[config.mk]
export PLATFORM = sky130hd
export DESIGN_NAME = iord_decoder
export DESIGN_NICKNAME = d
export VERILOG_FILES = /design/src/iord_pkg.sv /design/src/iord_decoder.sv /design/src/iord_match.sv /design/src/iord_unlock.sv
export SDC_FILE = /design/constraint.sdc
export NUM_CORES = 1
export LEC_CHECK = 0
export ABC_CLOCK_PERIOD_IN_PS = 3820
export BUFFER_PORTS_ARGS = -buffer_cell sky130_fd_sc_hd__buf_2
export CORE_ASPECT_RATIO = 1.25
export CORE_UTILIZATION = 45
export DETAILED_ROUTE_END_ITERATION = 12
export PLACE_DENSITY = 0.79
export SLEW_MARGIN = 0
export SYNTH_ARGS = -nofsm -noshare
export SYNTH_HDL_FRONTEND = slang
export SYNTH_HIERARCHICAL = 1
export SYNTH_SLANG_ARGS = --single-unit
[constraint.sdc]
create_clock -name clk_i -period 3.82 [get_ports clk_i]
set_input_delay 0.764 -clock clk_i [delete_from_list [all_inputs] [get_ports clk_i]]
set_output_delay 0.764 -clock clk_i [all_outputs]
set_load 0.01 [all_outputs]
[src/iord_pkg.sv]
package iord_pkg;

	// ----------------------------------------------------------------
	// Sizes
	// ----------------------------------------------------------------
	localparam int IO_AW = 16;
	localparam int IO_DW = 16;
	localparam int N_PERIPH = 16;
	localparam int WB_AW = 8;
	localparam int WB_DW = 32;

	// ----------------------------------------------------------------
	// Remap configuration register layout
	// ----------------------------------------------------------------
	localparam int ESE_BIT = 15;
	localparam int TMR_REMAP_BIT = 1;
	localparam int DMA_REMAP_BIT = 2;
	localparam int MPIC_REMAP_BIT = 3;
	localparam int SPIC_REMAP_BIT = 4;
	localparam int SIO0_REMAP_BIT = 5;
	localparam int SIO1_REMAP_BIT = 6;
	localparam logic [15:0] REMAP_WR_MASK = 16'h007E;
	localparam logic [15:0] REMAP_RESET = 16'h0000;

	// ----------------------------------------------------------------
	// Configuration port and interconnect register I/O addresses
	// ----------------------------------------------------------------
	localparam logic [9:0] CFG_PORT_LO = 10'h022;
	localparam logic [9:0] CFG_PORT_HI = 10'h023;
	localparam logic [15:0] ICONN_IO_ADDR = 16'hF820;
	localparam int ICONN_ROUTE_BIT = 0;
	localparam int ICONN_PIN_BIT = 1;
	localparam logic [1:0] ICONN_RESET = 2'h0;

	// ----------------------------------------------------------------
	// Wishbone register offsets (byte addresses)
	// ----------------------------------------------------------------
	localparam logic [7:0] WB_REMAP_OFS = 8'h00;
	localparam logic [7:0] WB_ICONN_OFS = 8'h04;
	localparam logic [7:0] WB_STATUS_OFS = 8'h08;

	// ----------------------------------------------------------------
	// Peripheral map: slot 15 base, size mask, slot 0 alias, remap bit
	// ----------------------------------------------------------------
	localparam logic [15:0] P_BASE [N_PERIPH] = '{
		16'hF000, 16'hF020, 16'hF040, 16'hF080, 16'hF0A0, 16'hF0F0,
		16'hF400, 16'hF480, 16'hF4A0, 16'hF4C0, 16'hF4F8,
		16'hF800, 16'hF810, 16'hF820, 16'hF860, 16'hF8F8};
	localparam logic [15:0] P_MASK [N_PERIPH] = '{
		16'h001F, 16'h001F, 16'h001F, 16'h001F, 16'h001F, 16'h000F,
		16'h007F, 16'h001F, 16'h001F, 16'h000F, 16'h0007,
		16'h000F, 16'h000F, 16'h001F, 16'h001F, 16'h0007};
	localparam logic [9:0] P_LEGACY [N_PERIPH] = '{
		10'h000, 10'h020, 10'h040, 10'h080, 10'h0A0, 10'h000,
		10'h000, 10'h000, 10'h000, 10'h000, 10'h3F8,
		10'h000, 10'h000, 10'h000, 10'h000, 10'h2F8};
	localparam logic [N_PERIPH-1:0] P_IS_LEGACY = 16'h841F;
	localparam int P_REMAP [N_PERIPH] = '{
		DMA_REMAP_BIT, MPIC_REMAP_BIT, TMR_REMAP_BIT, DMA_REMAP_BIT,
		SPIC_REMAP_BIT, 0, 0, 0, 0, 0, SIO0_REMAP_BIT,
		0, 0, 0, 0, SIO1_REMAP_BIT};

endpackage

[src/iord_decoder.sv]
//
// Function
// - With expanded space off and no remaps, on-chip selection compares only address bits 9..0.
// - In legacy mode the legacy peripherals answer at slot 0 and all others stay silent.
// - With expanded space off and some remaps, decoding stays ten-bit and remapped or non-legacy units stay silent.
// - With expanded space on, all sixteen bits decode and legacy units also answer inside slot 0.
// - A slot 0 legacy access reaches the same register that lives in slot 15.
// - With expanded space on, a remapped legacy unit answers only at its slot 15 address.
// - Every unit except the remap register lives in the three slot 15 windows F0xx, F4xx, F8xx.
// - Slot 0 and slot 15 addresses share ten low bits, or eight for the serial channels.
// - Serial channels have fixed addresses, channel 0 at F4F8H to F4FFH.
// - Interconnect and pin configuration registers decode at F820H to F83FH.
// - Timer one output can drive slave request line two, and its pin can carry a port line.
// - The expanded-space enable is bit 15 of the remap register, set by unlock and readable.
// - The expanded space opens only after the unlock write sequence to 22H and 23H.
// - Clearing the enable closes expanded space and locks the remap register read-only.
// - Reset clears the remap register to legacy mode.
//
`timescale 1ns/1ps
module iord_decoder
	import iord_pkg::*;
(
	input wire logic clk_i,
	input wire logic rst_i,
	// Processor I/O cycle
	input wire logic io_req_i,
	input wire logic io_we_i,
	input wire logic [IO_AW-1:0] io_addr_i,
	input wire logic [IO_DW-1:0] io_wdata_i,
	output logic [N_PERIPH-1:0] periph_sel_o,
	output logic cfg_port_sel_o,
	output logic internal_claim_o,
	output logic external_claim_o,
	output logic [IO_DW-1:0] cfg_rdata_o,
	output logic expanded_space_enable_o,
	// Module interconnect and shared pin
	input wire logic timer_one_out_i,
	input wire logic parallel_port_three_line_one_i,
	input wire logic ext_request_line_two_i,
	output logic slave_request_line_two_o,
	output logic timer_one_output_pin_o,
	// Wishbone slave
	input wire logic wb_cyc_i,
	input wire logic wb_stb_i,
	input wire logic wb_we_i,
	input wire logic [WB_AW-1:0] wb_adr_i,
	input wire logic [3:0] wb_sel_i,
	input wire logic [WB_DW-1:0] wb_dat_i,
	output logic [WB_DW-1:0] wb_dat_o,
	output logic wb_ack_o
);

	// ----------------------------------------------------------------
	// State
	// ----------------------------------------------------------------
	logic [15:0] address_remap_config;
	logic [1:0] iconn;
	logic [N_PERIPH-1:0] last_sel;
	logic last_internal;

	wire expanded_space_enable;
	wire [N_PERIPH-1:0] hit;
	wire cfg_lo;
	wire cfg_hi;
	wire cfg_hit;
	wire io_wr;
	wire unlock;
	wire remap_wr;
	wire iconn_io_wr;
	wire any_hit;
	wire wb_req;
	wire wb_iconn_wr;
	wire [WB_DW-1:0] wb_rdata;
	wire next_route;
	wire next_pin;

	assign expanded_space_enable = address_remap_config[ESE_BIT];

	// ----------------------------------------------------------------
	// Per-unit address match
	// ----------------------------------------------------------------
	genvar g;
	generate
		for (g = 0; g < N_PERIPH; g++)
		begin : g_match
			iord_match #(
				.BASE(P_BASE[g]),
				.MASK(P_MASK[g]),
				.LEGACY_BASE(P_LEGACY[g]),
				.IS_LEGACY(P_IS_LEGACY[g])
			) u_match (
				.addr_i(io_addr_i),
				.ese_i(expanded_space_enable),
				.remapped_i(address_remap_config[P_REMAP[g]]),
				.hit_o(hit[g])
			);
		end
	endgenerate

	// ----------------------------------------------------------------
	// Configuration port, ten-bit aliased into every slot when closed, in slot 0 only when open
	// ----------------------------------------------------------------
	assign cfg_lo = (io_addr_i[9:0] == CFG_PORT_LO) && (!expanded_space_enable || io_addr_i[15:10] == 6'h00);
	assign cfg_hi = (io_addr_i[9:0] == CFG_PORT_HI) && (!expanded_space_enable || io_addr_i[15:10] == 6'h00);
	assign cfg_hit = cfg_lo || cfg_hi;
	assign io_wr = io_req_i && io_we_i;

	iord_unlock u_unlock (
		.clk_i(clk_i),
		.rst_i(rst_i),
		.wr_i(io_wr),
		.port_lo_i(cfg_lo),
		.port_hi_i(cfg_hi),
		.unlock_o(unlock)
	);

	// Write-protected while closed; the finishing unlock write carries no data
	assign remap_wr = io_wr && cfg_lo && expanded_space_enable;
	// Interconnect word decodes only through the chip configuration window
	assign iconn_io_wr = io_wr && expanded_space_enable && (io_addr_i == ICONN_IO_ADDR) && hit[13];

	// Unclaimed cycles go out; external logic owns full decode when open
	assign any_hit = (|hit) || cfg_hit;

	// ----------------------------------------------------------------
	// Remap configuration register
	// ----------------------------------------------------------------
	always_ff @(posedge clk_i)
	begin
		if (rst_i)
			address_remap_config <= REMAP_RESET;
		else if (unlock)
			address_remap_config[ESE_BIT] <= 1'b1;
		else if (remap_wr)
			address_remap_config <= (io_wdata_i & (REMAP_WR_MASK | (16'h0001 << ESE_BIT)));
	end

	// ----------------------------------------------------------------
	// Decode outputs, one cycle after the request
	// ----------------------------------------------------------------
	always_ff @(posedge clk_i)
	begin
		if (rst_i)
		begin
			periph_sel_o <= '0;
			cfg_port_sel_o <= 1'b0;
			internal_claim_o <= 1'b0;
			external_claim_o <= 1'b0;
			last_sel <= '0;
			last_internal <= 1'b0;
		end
		else
		begin
			periph_sel_o <= io_req_i ? hit : '0;
			cfg_port_sel_o <= io_req_i && cfg_hit;
			internal_claim_o <= io_req_i && any_hit;
			external_claim_o <= io_req_i && !any_hit;
			if (io_req_i)
			begin
				last_sel <= hit;
				last_internal <= any_hit;
			end
		end
	end

	always_ff @(posedge clk_i)
	begin
		if (rst_i)
		begin
			cfg_rdata_o <= REMAP_RESET;
			expanded_space_enable_o <= 1'b0;
		end
		else
		begin
			cfg_rdata_o <= address_remap_config;
			expanded_space_enable_o <= expanded_space_enable;
		end
	end

	// ----------------------------------------------------------------
	// Interconnect and pin function
	// ----------------------------------------------------------------
	assign wb_req = wb_cyc_i && wb_stb_i && !wb_ack_o;
	assign wb_iconn_wr = wb_req && wb_we_i && (wb_adr_i == WB_ICONN_OFS) && wb_sel_i[0];

	// Processor I/O write wins a same-cycle collision
	always_ff @(posedge clk_i)
	begin
		if (rst_i)
			iconn <= ICONN_RESET;
		else if (iconn_io_wr)
			iconn <= io_wdata_i[1:0];
		else if (wb_iconn_wr)
			iconn <= wb_dat_i[1:0];
	end

	// Request line falls back to the external source when not routed
	assign next_route = iconn[ICONN_ROUTE_BIT] ? timer_one_out_i : ext_request_line_two_i;
	assign next_pin = iconn[ICONN_PIN_BIT] ? parallel_port_three_line_one_i : timer_one_out_i;

	always_ff @(posedge clk_i)
	begin
		if (rst_i)
		begin
			slave_request_line_two_o <= 1'b0;
			timer_one_output_pin_o <= 1'b0;
		end
		else
		begin
			slave_request_line_two_o <= next_route;
			timer_one_output_pin_o <= next_pin;
		end
	end

	// ----------------------------------------------------------------
	// Wishbone slave, ack one cycle after strobe
	// ----------------------------------------------------------------
	// Unmapped offsets still ack, read zero, and drop writes
	assign wb_rdata = (wb_adr_i == WB_REMAP_OFS) ? {16'h0000, address_remap_config} :
		(wb_adr_i == WB_ICONN_OFS) ? {30'h00000000, iconn} :
		(wb_adr_i == WB_STATUS_OFS) ? {15'h0000, last_internal, last_sel} :
		32'h00000000;

	always_ff @(posedge clk_i)
	begin
		if (rst_i)
		begin
			wb_ack_o <= 1'b0;
			wb_dat_o <= '0;
		end
		else
		begin
			wb_ack_o <= wb_req;
			wb_dat_o <= wb_req ? wb_rdata : '0;
		end
	end

endmodule

[src/iord_match.sv]
`timescale 1ns/1ps
module iord_match
	import iord_pkg::*;
#(
	parameter logic [15:0] BASE = 16'hF000,
	parameter logic [15:0] MASK = 16'h001F,
	parameter logic [9:0] LEGACY_BASE = 10'h000,
	parameter logic IS_LEGACY = 1'b0
)
(
	input wire logic [IO_AW-1:0] addr_i,
	input wire logic ese_i,
	input wire logic remapped_i,
	output logic hit_o
);

	wire exp_hit;
	wire low_hit;
	wire slot0_hit;

	// Physical home always in slot 15, reachable only when expanded
	assign exp_hit = ese_i && ((addr_i & ~MASK) == BASE);
	// Low ten bits of alias equal the slot 15 ones, only the low eight for the serial channels
	assign low_hit = ((addr_i[9:0] & ~MASK[9:0]) == LEGACY_BASE);
	// Ten-bit decode when closed, full sixteen inside slot 0 when open
	assign slot0_hit = IS_LEGACY && !remapped_i && low_hit
		&& (!ese_i || (addr_i[15:10] == 6'h00));
	// Both views select the same register
	assign hit_o = exp_hit || slot0_hit;

endmodule

[src/iord_unlock.sv]
`timescale 1ns/1ps
module iord_unlock
	import iord_pkg::*;
(
	input wire logic clk_i,
	input wire logic rst_i,
	input wire logic wr_i,
	input wire logic port_lo_i,
	input wire logic port_hi_i,
	output logic unlock_o
);

	typedef enum logic [1:0]
	{
		UL_IDLE = 2'b00,
		UL_SAW_LO = 2'b01,
		UL_SAW_HI = 2'b10
	} iord_ul_t;

	iord_ul_t state;
	iord_ul_t next_state;
	logic next_unlock;

	// ----------------------------------------------------------------
	// Write sequence 22H, 23H, 22H; any other write restarts it
	// ----------------------------------------------------------------
	always_comb
	begin
		next_state = state;
		next_unlock = 1'b0;
		if (wr_i)
		begin
			unique case (state)
				UL_IDLE: next_state = port_lo_i ? UL_SAW_LO : UL_IDLE;
				UL_SAW_LO: next_state = port_hi_i ? UL_SAW_HI : (port_lo_i ? UL_SAW_LO : UL_IDLE);
				UL_SAW_HI:
				begin
					next_unlock = port_lo_i;
					next_state = UL_IDLE;
				end
				default: next_state = UL_IDLE;
			endcase
		end
	end

	always_ff @(posedge clk_i)
	begin
		if (rst_i)
		begin
			state <= UL_IDLE;
			unlock_o <= 1'b0;
		end
		else
		begin
			state <= next_state;
			unlock_o <= next_unlock;
		end
	end

endmodule

# == Word level (Yosys, flattened, before mapping) ==
# Cells that the tools add are included.
# W data, S select, Z words.
# totals
regBits,91
out_inout_bits,71
inputBits,86
elab_cells,147
# op_classes
n_eq_ne,29
n_mux,12
bitwise,6
n_reduce_logical,79
# ops
cell,count
$eq A11 B11 Y1 const B,9
$mux W16,4
$eq A12 B12 Y1 const B,4
$logic_and A1 B1 Y1,46
$eq A13 B13 Y1 const B,2
$eq A10 B6 Y1 const B,2
$eq A16 B16 Y1 const B,1
$reduce_or A16 Y1,1
$eq A7 B7 Y1 const B,2
$eq A5 B3 Y1 const B,2
$logic_not A10 Y1,1
$logic_or A1 B1 Y1,10
$eq A9 B9 Y1 const B,1
$logic_not A1 Y1,9
$eq A8 B3 Y1 const B,1
$eq A8 B4 Y1 const B,1
$logic_not A8 Y1,1
$logic_not A6 Y1,1
$mux W2,3
$not A1 Y1,6
$reduce_or A3 Y1,2
$eq A5 B1 Y1 const B,1
$eq A5 B2 Y1 const B,1
$reduce_or A5 Y1,1
other kinds (9),14

# == Longest topological paths before layout ==
# Gate-level depths: netlist of run 1.
# depth
word_depth,8
mapped_depth,8
depth_no_buf,8

# == By module ==
# The synthesis of run 1 kept the hierarchy.
# modules_own_cells
module,area_each_um2,instances,seq_area_each_um2,cells_per_inst
iord_decoder,2686.3,1,1441.4,257
iord_match (g_match[10].u_match ...),62.6,2,0.0,10
iord_unlock,121.4,1,60.1,12
iord_match (g_match[1].u_match ...),60.1,2,0.0,11
iord_match (g_match[14].u_match ...),38.8,2,0.0,4
iord_match (g_match[15].u_match),65.1,1,0.0,10
iord_match (g_match[3].u_match),60.1,1,0.0,10
iord_match (g_match[0].u_match),55.1,1,0.0,9
iord_match (g_match[12].u_match),45.0,1,0.0,5
iord_match (g_match[11].u_match),42.5,1,0.0,5
iord_match (g_match[13].u_match),41.3,1,0.0,4
iord_match (g_match[7].u_match),37.5,1,0.0,4
iord_match (g_match[9].u_match),37.5,1,0.0,5
iord_match (g_match[5].u_match),35.0,1,0.0,5
iord_match (g_match[6].u_match),27.5,1,0.0,3

# == Worst setup path before layout of run 1 ==
# OpenSTA, ideal clock, no wires.
# synth_timing
path_type,in2reg
from,input port io_addr_i[6]
to,register iconn[0]
n_path_buf,0
setup_ns,0.124
required_ns,3.696
cell_stages,6
arrival_ns,2.236
setup_slack_ns,1.461
path_cell_list,or4bb_1 > nor3_2 > nand4b_1 > or3_1 > o31ai_1 > a21oi_1
# synth_between
elab_chain_cells,4
elab_cells_between_ends,7
classes_between,eq/ne (2); mux (1); reduce/logical (4)
# synth_rtl
element,line,source
"start, declared",iord_decoder.sv:28,"input wire logic [IO_AW-1:0] io_addr_i,"
$eq A11 B11 Y1 *,iord_match.sv:22,assign exp_hit = ese_i && ((addr_i & ~MASK) == BASE);
$logic_and A1 B1 Y1 *,iord_match.sv:22,
net hit[13],iord_decoder.sv:62,wire [N_PERIPH-1:0] hit;
$logic_and A1 B1 Y1 *,iord_decoder.sv:120,assign iconn_io_wr = io_wr && expanded_space_enable && (io_addr_i == ICONN_IO_ADDR) && hit[13];
$mux W2 / $reduce_bool A2 Y1 (equally long branches),--,
"end signal, assigned",iord_decoder.sv:192,iconn <= io_wdata_i[1:0];
"end signal, assigned",iord_decoder.sv:194,iconn <= wb_dat_i[1:0];
"end, declared",iord_decoder.sv:57,logic [1:0] iconn;
# Mark *: on every way through the listed nets, which the timed path passes. The rest lies on a longest branch.
# A chain may end at the register's enable or synchronous reset.

# == Worst setup path after layout of run 1 ==
# layout_timing
from,input port io_addr_i[5]
to,register u_unlock.state[0]
# layout_between
elab_chain_cells,5
elab_cells_between_ends,7
classes_between,eq/ne (2); mux (3); reduce/logical (2)
# layout_rtl
element,line,source
$eq A10 B6 Y1 *,iord_decoder.sv:103,assign cfg_lo = (io_addr_i[9:0] == CFG_PORT_LO) && (!expanded_space_enable || io_addr_i[15:10] == 6'h00);
$logic_and A1 B1 Y1 *,iord_decoder.sv:103,
net cfg_lo,iord_decoder.sv:63,wire cfg_lo;
$mux W1 *,"iord_unlock.sv:34, iord_unlock.sv:35",
$mux W2,iord_unlock.sv:35,UL_SAW_LO: next_state = port_hi_i ? UL_SAW_HI : (port_lo_i ? UL_SAW_LO : UL_IDLE);
$pmux W2 S2 *,iord_unlock.sv:33,unique case (state)
"end signal, assigned",iord_unlock.sv:55,state <= next_state;
"end, declared",iord_unlock.sv:20,iord_ul_t state;
# Marked as above.

==> impl_metrics.env, run 1 <==
export IMPL_drc=0
export IMPL_setup_viol=0
export IMPL_clock_sinks=75
export IMPL_rsz0062_at_grt="false"
export IMPL_hold_buffers=0
export IMPL_synth_distinct_cells=47
export IMPL_cts_resized=0
export IMPL_gp_congestion=0.8283
export IMPL_grt_pass1_vias=2750
export IMPL_reg2regPathDepth=7
export IMPL_vias=3099
export IMPL_syn_area_per_cell_um2=9.438
export IMPL_seqPwrFrac_pct=50.9
export IMPL_dr_pass1_iters=7
export IMPL_finalSetupTns_ns=0
export IMPL_post_cts_buffers=0
export IMPL_core_um2=7747
export IMPL_overflow=0
export IMPL_synthSimpleGateAreaFrac_pct=37.32
export IMPL_dp_cells=557
export IMPL_track_usage_pct=21.35
export IMPL_worstPathMaxFanout=16
export IMPL_drv_slew=0
export IMPL_num_rows=36
export IMPL_routedWlPerCell_um=15.11
export IMPL_htreeDepth=3
export IMPL_switching_power_mw=0.3920
export IMPL_wirelength_um=8659
export IMPL_worstPathRequired_ns=4.13
export IMPL_critical_path_endpoint="u_unlock/state[0]$_SDFFE_PP0P_"
export IMPL_power_mw=1.544
export IMPL_tightest_slew_ns=1.007
export IMPL_syn_cell_area_um2=3577
export IMPL_drive_gt1_share_pct=28.87
export IMPL_fmax_ghz=0.3870
export IMPL_comb_power_share_pct=8.9
export IMPL_setup_ws_ns=1.236
export IMPL_areaGrowthSynthToFinish_pct=18.43
export IMPL_p_int_mw=1.152
export IMPL_clk_latency_ns=0.36
export IMPL_skew_ns=0.008387
export IMPL_dp_hpwl_um=5883
export IMPL_outcome="finished, final reports clean"
export IMPL_die_h_um=101.7
export IMPL_final_cells=573
export IMPL_ant_nets=0
export IMPL_port_buffers=91
export IMPL_hp_class="reg2reg"
export IMPL_start_util_pct=46.17
export IMPL_viasPerCell=5.408
export IMPL_powerDensity_nw_per_um2=364.4
export IMPL_max_slew_margin_pct=32.70
export IMPL_ys_warnings_count=6
export IMPL_worstHoldPathCells=1
export IMPL_path_class="in2reg"
export IMPL_postLayoutCoreUtil_pct=54.68
export IMPL_synth_area_mux_share_pct=9.444
export IMPL_cts_buffers=9
export IMPL_start_kind="input pin"
export IMPL_reg2reg_to="last_internal$_SDFFE_PP0P_"
export IMPL_seq_area_frac_synth_pct=41.97
export IMPL_syn_inst=379
export IMPL_r2r_setup_slack_ns=1.28
export IMPL_netSwitchingFraction_pct=25.40
export IMPL_cp_end_kind="flip-flop"
export IMPL_grt_max_degree=40
export IMPL_cts_root_buffer="clkbuf_8"
export IMPL_critPathArrivalTime_ns=2.89
export IMPL_cts_tree="yes"
export IMPL_yosys_area_share_adder_pct=0
export IMPL_nets=559
export IMPL_setup_worst_path_start="io_addr_i[5]"
export IMPL_synth_top_family_by_area="simple AND/OR/NAND/NOR gates"
export IMPL_antenna_cells=0
export IMPL_ir_worst_vdd_mv=0.2273
export IMPL_synth_compound_area_share_pct=4.862
export IMPL_grt_pass1_wl_um=13450
export IMPL_post_route_period_util_pct=67.65
export IMPL_place_ws_ns=0.8767
export IMPL_antenna_found_initial=0
export IMPL_clk_pin_slew_ns=0.08
export IMPL_synth_xor_area_share_pct=0
export IMPL_clock_path_buffers=2
export IMPL_pin_count=157
export IMPL_fin_crit_ns=2.584
export IMPL_dieWidth_um=81.75
export IMPL_finalHoldViolCount=0
export IMPL_die_area_um2=8312
export IMPL_clockPowerShare_pct=40.2
export IMPL_r2r_start="address_remap_config[15]$_SDFFE_PP0P_"
export IMPL_drv_cap=0
export IMPL_first_iter_violations=229
export IMPL_synth_seq_cells=75
export IMPL_p_leak_nw=1.812
[cells in the final DEF (no fill, tap or decap), drive strengths merged, types with 2 or more instances in the layout]
| cell type | count |
|---|---|
| or4 | 8 |
| nand4bb | 2 |
| and2 | 27 |
| and4b | 2 |
| nor4 | 13 |
| nand4b | 15 |
| nor2b | 15 |
| nand2b | 5 |
| nor4b | 4 |
| dfxtp | 75 |
| inv | 3 |
| and4bb | 2 |
| a31oi | 5 |
| nand3b | 3 |
| buf | 93 |
| nand4 | 12 |
| clkbuf | 10 |
| nand2 | 8 |
| clkinvlp | 2 |
| a211oi | 2 |
| or4bb | 2 |
| o31ai | 4 |
| a21oi | 12 |
| nand3 | 9 |
| mux2 | 6 |
| mux2i | 27 |
| or4b | 2 |
| nor2 | 54 |
| nor3b | 4 |
| nor3 | 11 |
| conb | 24 |
| and3 | 6 |
| or2 | 2 |
| clkinv | 2 |
[synth_stat cells, drive strengths merged]
| library cell | number | area [um^2] |
|---|---|---|
| dfxtp | 75 | 1501 |
| nor2 | 54 | 207.7 |
| buf | 28 | 198.9 |
| and2 | 27 | 168.9 |
| mux2i | 27 | 270.3 |
| nand4b | 15 | 131.4 |
| nor2b | 15 | 93.84 |
| nor4 | 13 | 112.6 |
| a21oi | 12 | 67.57 |
| nand4 | 12 | 75.07 |
| nor3 | 11 | 96.35 |
| nand3 | 9 | 45.04 |
| nand2 | 8 | 30.03 |
| or4 | 8 | 63.81 |
| and3 | 6 | 37.54 |
| mux2 | 6 | 67.56 |
| a31oi | 5 | 31.28 |
| clkbuf | 5 | 18.77 |
| nand2b | 5 | 31.28 |
| nor3b | 4 | 30.03 |
| nor4b | 4 | 41.29 |
| o31ai | 4 | 30.03 |
| nand3b | 3 | 22.52 |
| a211oi | 2 | 20.02 |
| and4b | 2 | 20.02 |
| and4bb | 2 | 25.02 |
| inv | 2 | 7.510 |
| nand4bb | 2 | 22.52 |
| or2 | 2 | 12.51 |
| or4b | 2 | 20.02 |
| or4bb | 2 | 22.52 |
| a21o | 1 | 7.510 |
| a41oi | 1 | 8.760 |
| and3b | 1 | 8.760 |
| conb | 1 | 3.750 |
| nor4bb | 1 | 10.01 |
| o31a | 1 | 8.760 |
| or3 | 1 | 6.260 |
[through the flow]
stage | area (um^2) | hold WS, ns
after detailed placement | 4035 | 0.4395
after floorplan | 3664 | 0.4215
after CTS | 4237 | 0.4612
final | 4237 | 0.4582
after global placement | 4035 | 0.4417
after global routing | 4237 | 0.4778
[layer usage]
metal  GRT usage [%]  vias up  routed length [um]
li1                -     1516                   -
met1           26.30     1436                3450
met2           35.22      133                4462
met3           4.955       14                 610
met4           9.042        0                 136
met5               0        -                   0
[sequential cells by signal, summed over array words and instances (netlist names)]
register                  count
timer_one_output_pin_o        1
iconn                         2
u_unlock/unlock_o             1
external_claim_o              1
last_sel                     16
expanded_space_enable_o       1
cfg_port_sel_o                1
periph_sel_o                 16
address_remap_config          7
wb_dat_o                     17
slave_request_line_two_o      1
wb_ack_o                      1
internal_claim_o              1
u_unlock/state                2
last_internal                 1
cfg_rdata_o                   6
[power groups by stage]
stage | sequential, mW | clock (mW) | combinational (mW)
after floorplan | 0.806 | 0 | 0.0810
after CTS | 0.786 | 0.631 | 0.135
after detailed placement | 0.805 | 0 | 0.134
after global placement | 0.805 | 0 | 0.130
final | 0.786 | 0.620 | 0.137
after global routing | 0.787 | 0.658 | 0.150
[final cells by class]
| type | count | area, um^2 |
|---|---|---|
| Tap cell | 95 | 118.9 |
| Inverter | 2 | 7.507 |
| Multi-Input combinational cell | 292 | 1937 |
| Clock inverter | 6 | 63.81 |
| Fill cell | 707 | 3511 |
| Timing Repair Buffer | 93 | 470.5 |
| Clock buffer | 10 | 137.6 |
| Sequential cell | 75 | 1501 |
[worst min-delay path by stage]
stage                                   start                      endpoint  slack, ns
6_report            last_sel[10]$_SDFFE_PP0P_       wb_dat_o[10]$_SDFF_PP0_       0.46
5_1_grt             last_sel[14]$_SDFFE_PP0P_       wb_dat_o[14]$_SDFF_PP0_       0.48
4_1_cts             last_sel[10]$_SDFFE_PP0P_       wb_dat_o[10]$_SDFF_PP0_       0.46
3_5_place_dp        last_sel[13]$_SDFFE_PP0P_       wb_dat_o[13]$_SDFF_PP0_       0.44
3_3_place_gp        last_sel[13]$_SDFFE_PP0P_       wb_dat_o[13]$_SDFF_PP0_       0.44
2_1_floorplan  u_unlock/state[0]$_SDFFE_PP0P_  u_unlock/unlock_o$_SDFF_PP0_       0.42
[cells by family after synthesis]
kind of cell,count (synthesis)
multiplexers,33
other,1
flip-flops,75
buffers and inverters,35
AO/OA/AOI/OAI,26
AND/OR/NAND/NOR,209
[critical path, stage by stage]
cell,delay (ns)
buf_2,0.24
nor4b_1,0.70
nand3_1,0.28
nand2b_1,0.27
nor2_1,0.17
nor4bb_1,0.30
a21o_1,0.15
Power figures use the tool's default switching activity.
==> run 2: changes to the inputs <==
--- a/config.mk
+++ b/config.mk
@@ -5,7 +5,7 @@
 export SDC_FILE = /design/constraint.sdc
 export NUM_CORES = 1
 export LEC_CHECK = 0
-export ABC_CLOCK_PERIOD_IN_PS = 3820
+export ABC_CLOCK_PERIOD_IN_PS = 2400
 export BUFFER_PORTS_ARGS = -buffer_cell sky130_fd_sc_hd__buf_2
 export CORE_ASPECT_RATIO = 1.25
 export CORE_UTILIZATION = 45
==> constraint.sdc (replaced) <==
create_clock -name clk_i -period 2.4 [get_ports clk_i]
set_input_delay 0.48 -clock clk_i [delete_from_list [all_inputs] [get_ports clk_i]]
set_output_delay 0.48 -clock clk_i [all_outputs]
set_load 0.01 [all_outputs]
==> run 2 against run 1 <==
  * Clock skew up 0.0028 ns
  * Cell count up 5.4%
  * Sequential share of layout area down 2.0 points
  * Die area unchanged
  * First-iteration DRC count down 17%
  * Design area up 6.1%
  * Core utilization up 3.3 points
  * Flip-flop and latch count unchanged
  * Total power up 67%
  * Highest routed layer unchanged
==> impl_metrics.env, run 2 (synthesized netlist as in run 1, its figures left out) <==
export IMPL_r2r_start="address_remap_config[15]$_SDFFE_PP0P_"
export IMPL_dp_cells=588
export IMPL_nets=590
export IMPL_ant_nets=0
export IMPL_fmax_ghz=0.4887
export IMPL_post_cts_buffers=0
export IMPL_largest_reg_flops=17
export IMPL_post_route_period_util_pct=85.26
export IMPL_setup_viol=0
export IMPL_ir_worst_vdd_mv=0.4340
export IMPL_grt_pass1_vias=2947
export IMPL_postLayoutCoreUtil_pct=58.03
export IMPL_fin_crit_ns=2.046
export IMPL_worstHoldPathCells=3
export IMPL_finalSetupTns_ns=0
export IMPL_reg2regPathDepth=5
export IMPL_antenna_found_initial=0
export IMPL_hold_buffers=0
export IMPL_drv_cap=0
export IMPL_die_area_um2=8312
export IMPL_busiest_layer="met2"
export IMPL_hold_path_startpoint="parallel_port_three_line_one_i"
export IMPL_areaGrowthSynthToFinish_pct=25.67
export IMPL_place_ws_ns=0.05272
export IMPL_hp_class="in2reg"
export IMPL_viasPerCell=5.394
export IMPL_final_common_cell="buf_2"
export IMPL_clk_pin_slew_ns=0.08
export IMPL_grt_max_degree=27
export IMPL_postLayoutCellArea_um2=4496
export IMPL_routedWlPerCell_um=15.12
export IMPL_port_buffers=91
export IMPL_seqPwrFrac_pct=48.5
export IMPL_pin_count=157
export IMPL_drc=0
export IMPL_netSwitchingFraction_pct=24.14
export IMPL_dieWidth_um=81.75
export IMPL_switching_power_mw=0.6232
export IMPL_fillerInstances=685
export IMPL_multi_input_area_um2=1937
export IMPL_use_met1_pct=26.87
export IMPL_wirelength_um=9134
export IMPL_max_slew_margin_pct=24.81
export IMPL_skew_ns=0.01114
export IMPL_path_class="reg2reg"
export IMPL_p_leak_nw=1.979
export IMPL_outcome="finished, final reports clean"
export IMPL_dr_pass1_iters=5
export IMPL_drv_slew=0
export IMPL_use_met3_pct=4.234
export IMPL_comb_power_share_pct=9.5
export IMPL_die_h_um=101.7
export IMPL_rsz0062_at_grt="false"
export IMPL_tightest_slew_ns=1.126
export IMPL_dp_hpwl_um=6492
export IMPL_cts_buffers=9
export IMPL_hold_end="timer_one_output_pin_o$_SDFF_PP0_"
export IMPL_met2_usage_pct=40.43
export IMPL_antenna_cells=0
export IMPL_start_util_pct=46.17
export IMPL_track_usage_pct=22.84
export IMPL_first_iter_violations=191
export IMPL_drive_gt1_share_pct=33.40
export IMPL_cts_tree="yes"
export IMPL_htreeDepth=3
export IMPL_power_mw=2.581
export IMPL_vias=3258
export IMPL_final_cell_mix="91 x buf_2, 74 x dfxtp_1, 52 x nor2_1"
export IMPL_max_flop_register="wb_dat_o"
export IMPL_powerDensity_nw_per_um2=574.2
export IMPL_finalHoldViolCount=0
export IMPL_grt_pass1_wl_um=14410
export IMPL_hold_slack_ns=0.3747
export IMPL_num_rows=36
export IMPL_reg_largest_list="wb_dat_o: 17 flops, last_sel: 16 flops, periph_sel_o: 16 flops"
export IMPL_start_kind="flip-flop"
export IMPL_clock_sinks=75
export IMPL_regArea_um2=1503
export IMPL_core_um2=7747
export IMPL_gp_congestion=0.8668
export IMPL_cp_end_kind="flip-flop"
export IMPL_p_int_mw=1.958
export IMPL_cts_root_buffer="clkbuf_8"
export IMPL_worstPathMaxFanout=17
export IMPL_critPathArrivalTime_ns=2.29
export IMPL_clockPowerShare_pct=42.0
export IMPL_setup_ws_ns=0.3537
export IMPL_r2r_setup_slack_ns=0.35
export IMPL_clk_latency_ns=0.36
export IMPL_final_cells=604
export IMPL_overflow=0
export IMPL_placed_area_um2=4268
export IMPL_reg2reg_to="address_remap_config[1]$_SDFFE_PP0P_"
export IMPL_worstPathRequired_ns=2.64
export IMPL_clock_path_buffers=2
[run 2: cell types whose count changed in the layout (fill, tap and decap cells not counted), sizes merged]
cell / before / now
buf: 93 / 124
bufinv: 1 / 2
inv: 3 / 2
[run 2: power by group through the flow]
stage / Clock, mW / Combinational, mW / Sequential (mW)
global placement: 0 / 0.235 / 1.28
detailed placement: 0 / 0.241 / 1.28
floorplan: 0 / 0.129 / 1.28
global route: 1.15 / 0.267 / 1.25
CTS: 1.11 / 0.243 / 1.25
finish: 1.08 / 0.246 / 1.25
[run 2: cell type report]
cell class,count,area share (%)
clock buffer,10,3.062
clock inverter,6,1.976
tap,95,2.644
inverter,2,0.1670
sequential,75,33.43
timing repair buffer,124,15.64
multi-input combinational,292,43.08
[run 2: critical path: stages, from the launching register on]
cell      delay, ns
dfxtp_2        0.52
buf_4          0.21
nand4b_1       0.16
or2_2          0.34
nor3_4         0.30
mux2_2         0.39
[run 2: worst max path at each step]
stage / startpoint / endpoint / slack [ns] / cells after the start
finish: address_remap_config[15]$_SDFFE_PP0P_ / address_remap_config[1]$_SDFFE_PP0P_ / 0.35 / 5
global route: address_remap_config[15]$_SDFFE_PP0P_ / last_internal$_SDFFE_PP0P_ / 0.17 / 9
CTS: address_remap_config[15]$_SDFFE_PP0P_ / address_remap_config[1]$_SDFFE_PP0P_ / 0.16 / 5
detailed placement: io_addr_i[10] / address_remap_config[1]$_SDFFE_PP0P_ / 0.05 / 5
global placement: io_addr_i[10] / address_remap_config[4]$_SDFFE_PP0P_ / 0.07 / 5
floorplan: io_addr_i[6] / iconn[0]$_SDFFE_PP0P_ / 0.32 / 6
[run 2: layer usage]
metal | vias to the layer above | wire length (um)
met5 | - | 0
met4 | 0 | 173
met3 | 13 | 544
met2 | 120 | 4829
met1 | 1546 | 3586
li1 | 1579 | -
[run 2: what timing repair did]
item,in CTS,in global routing
gates resized for setup,0,1
hold endpoints to repair,0,0
setup endpoints to repair,0,1
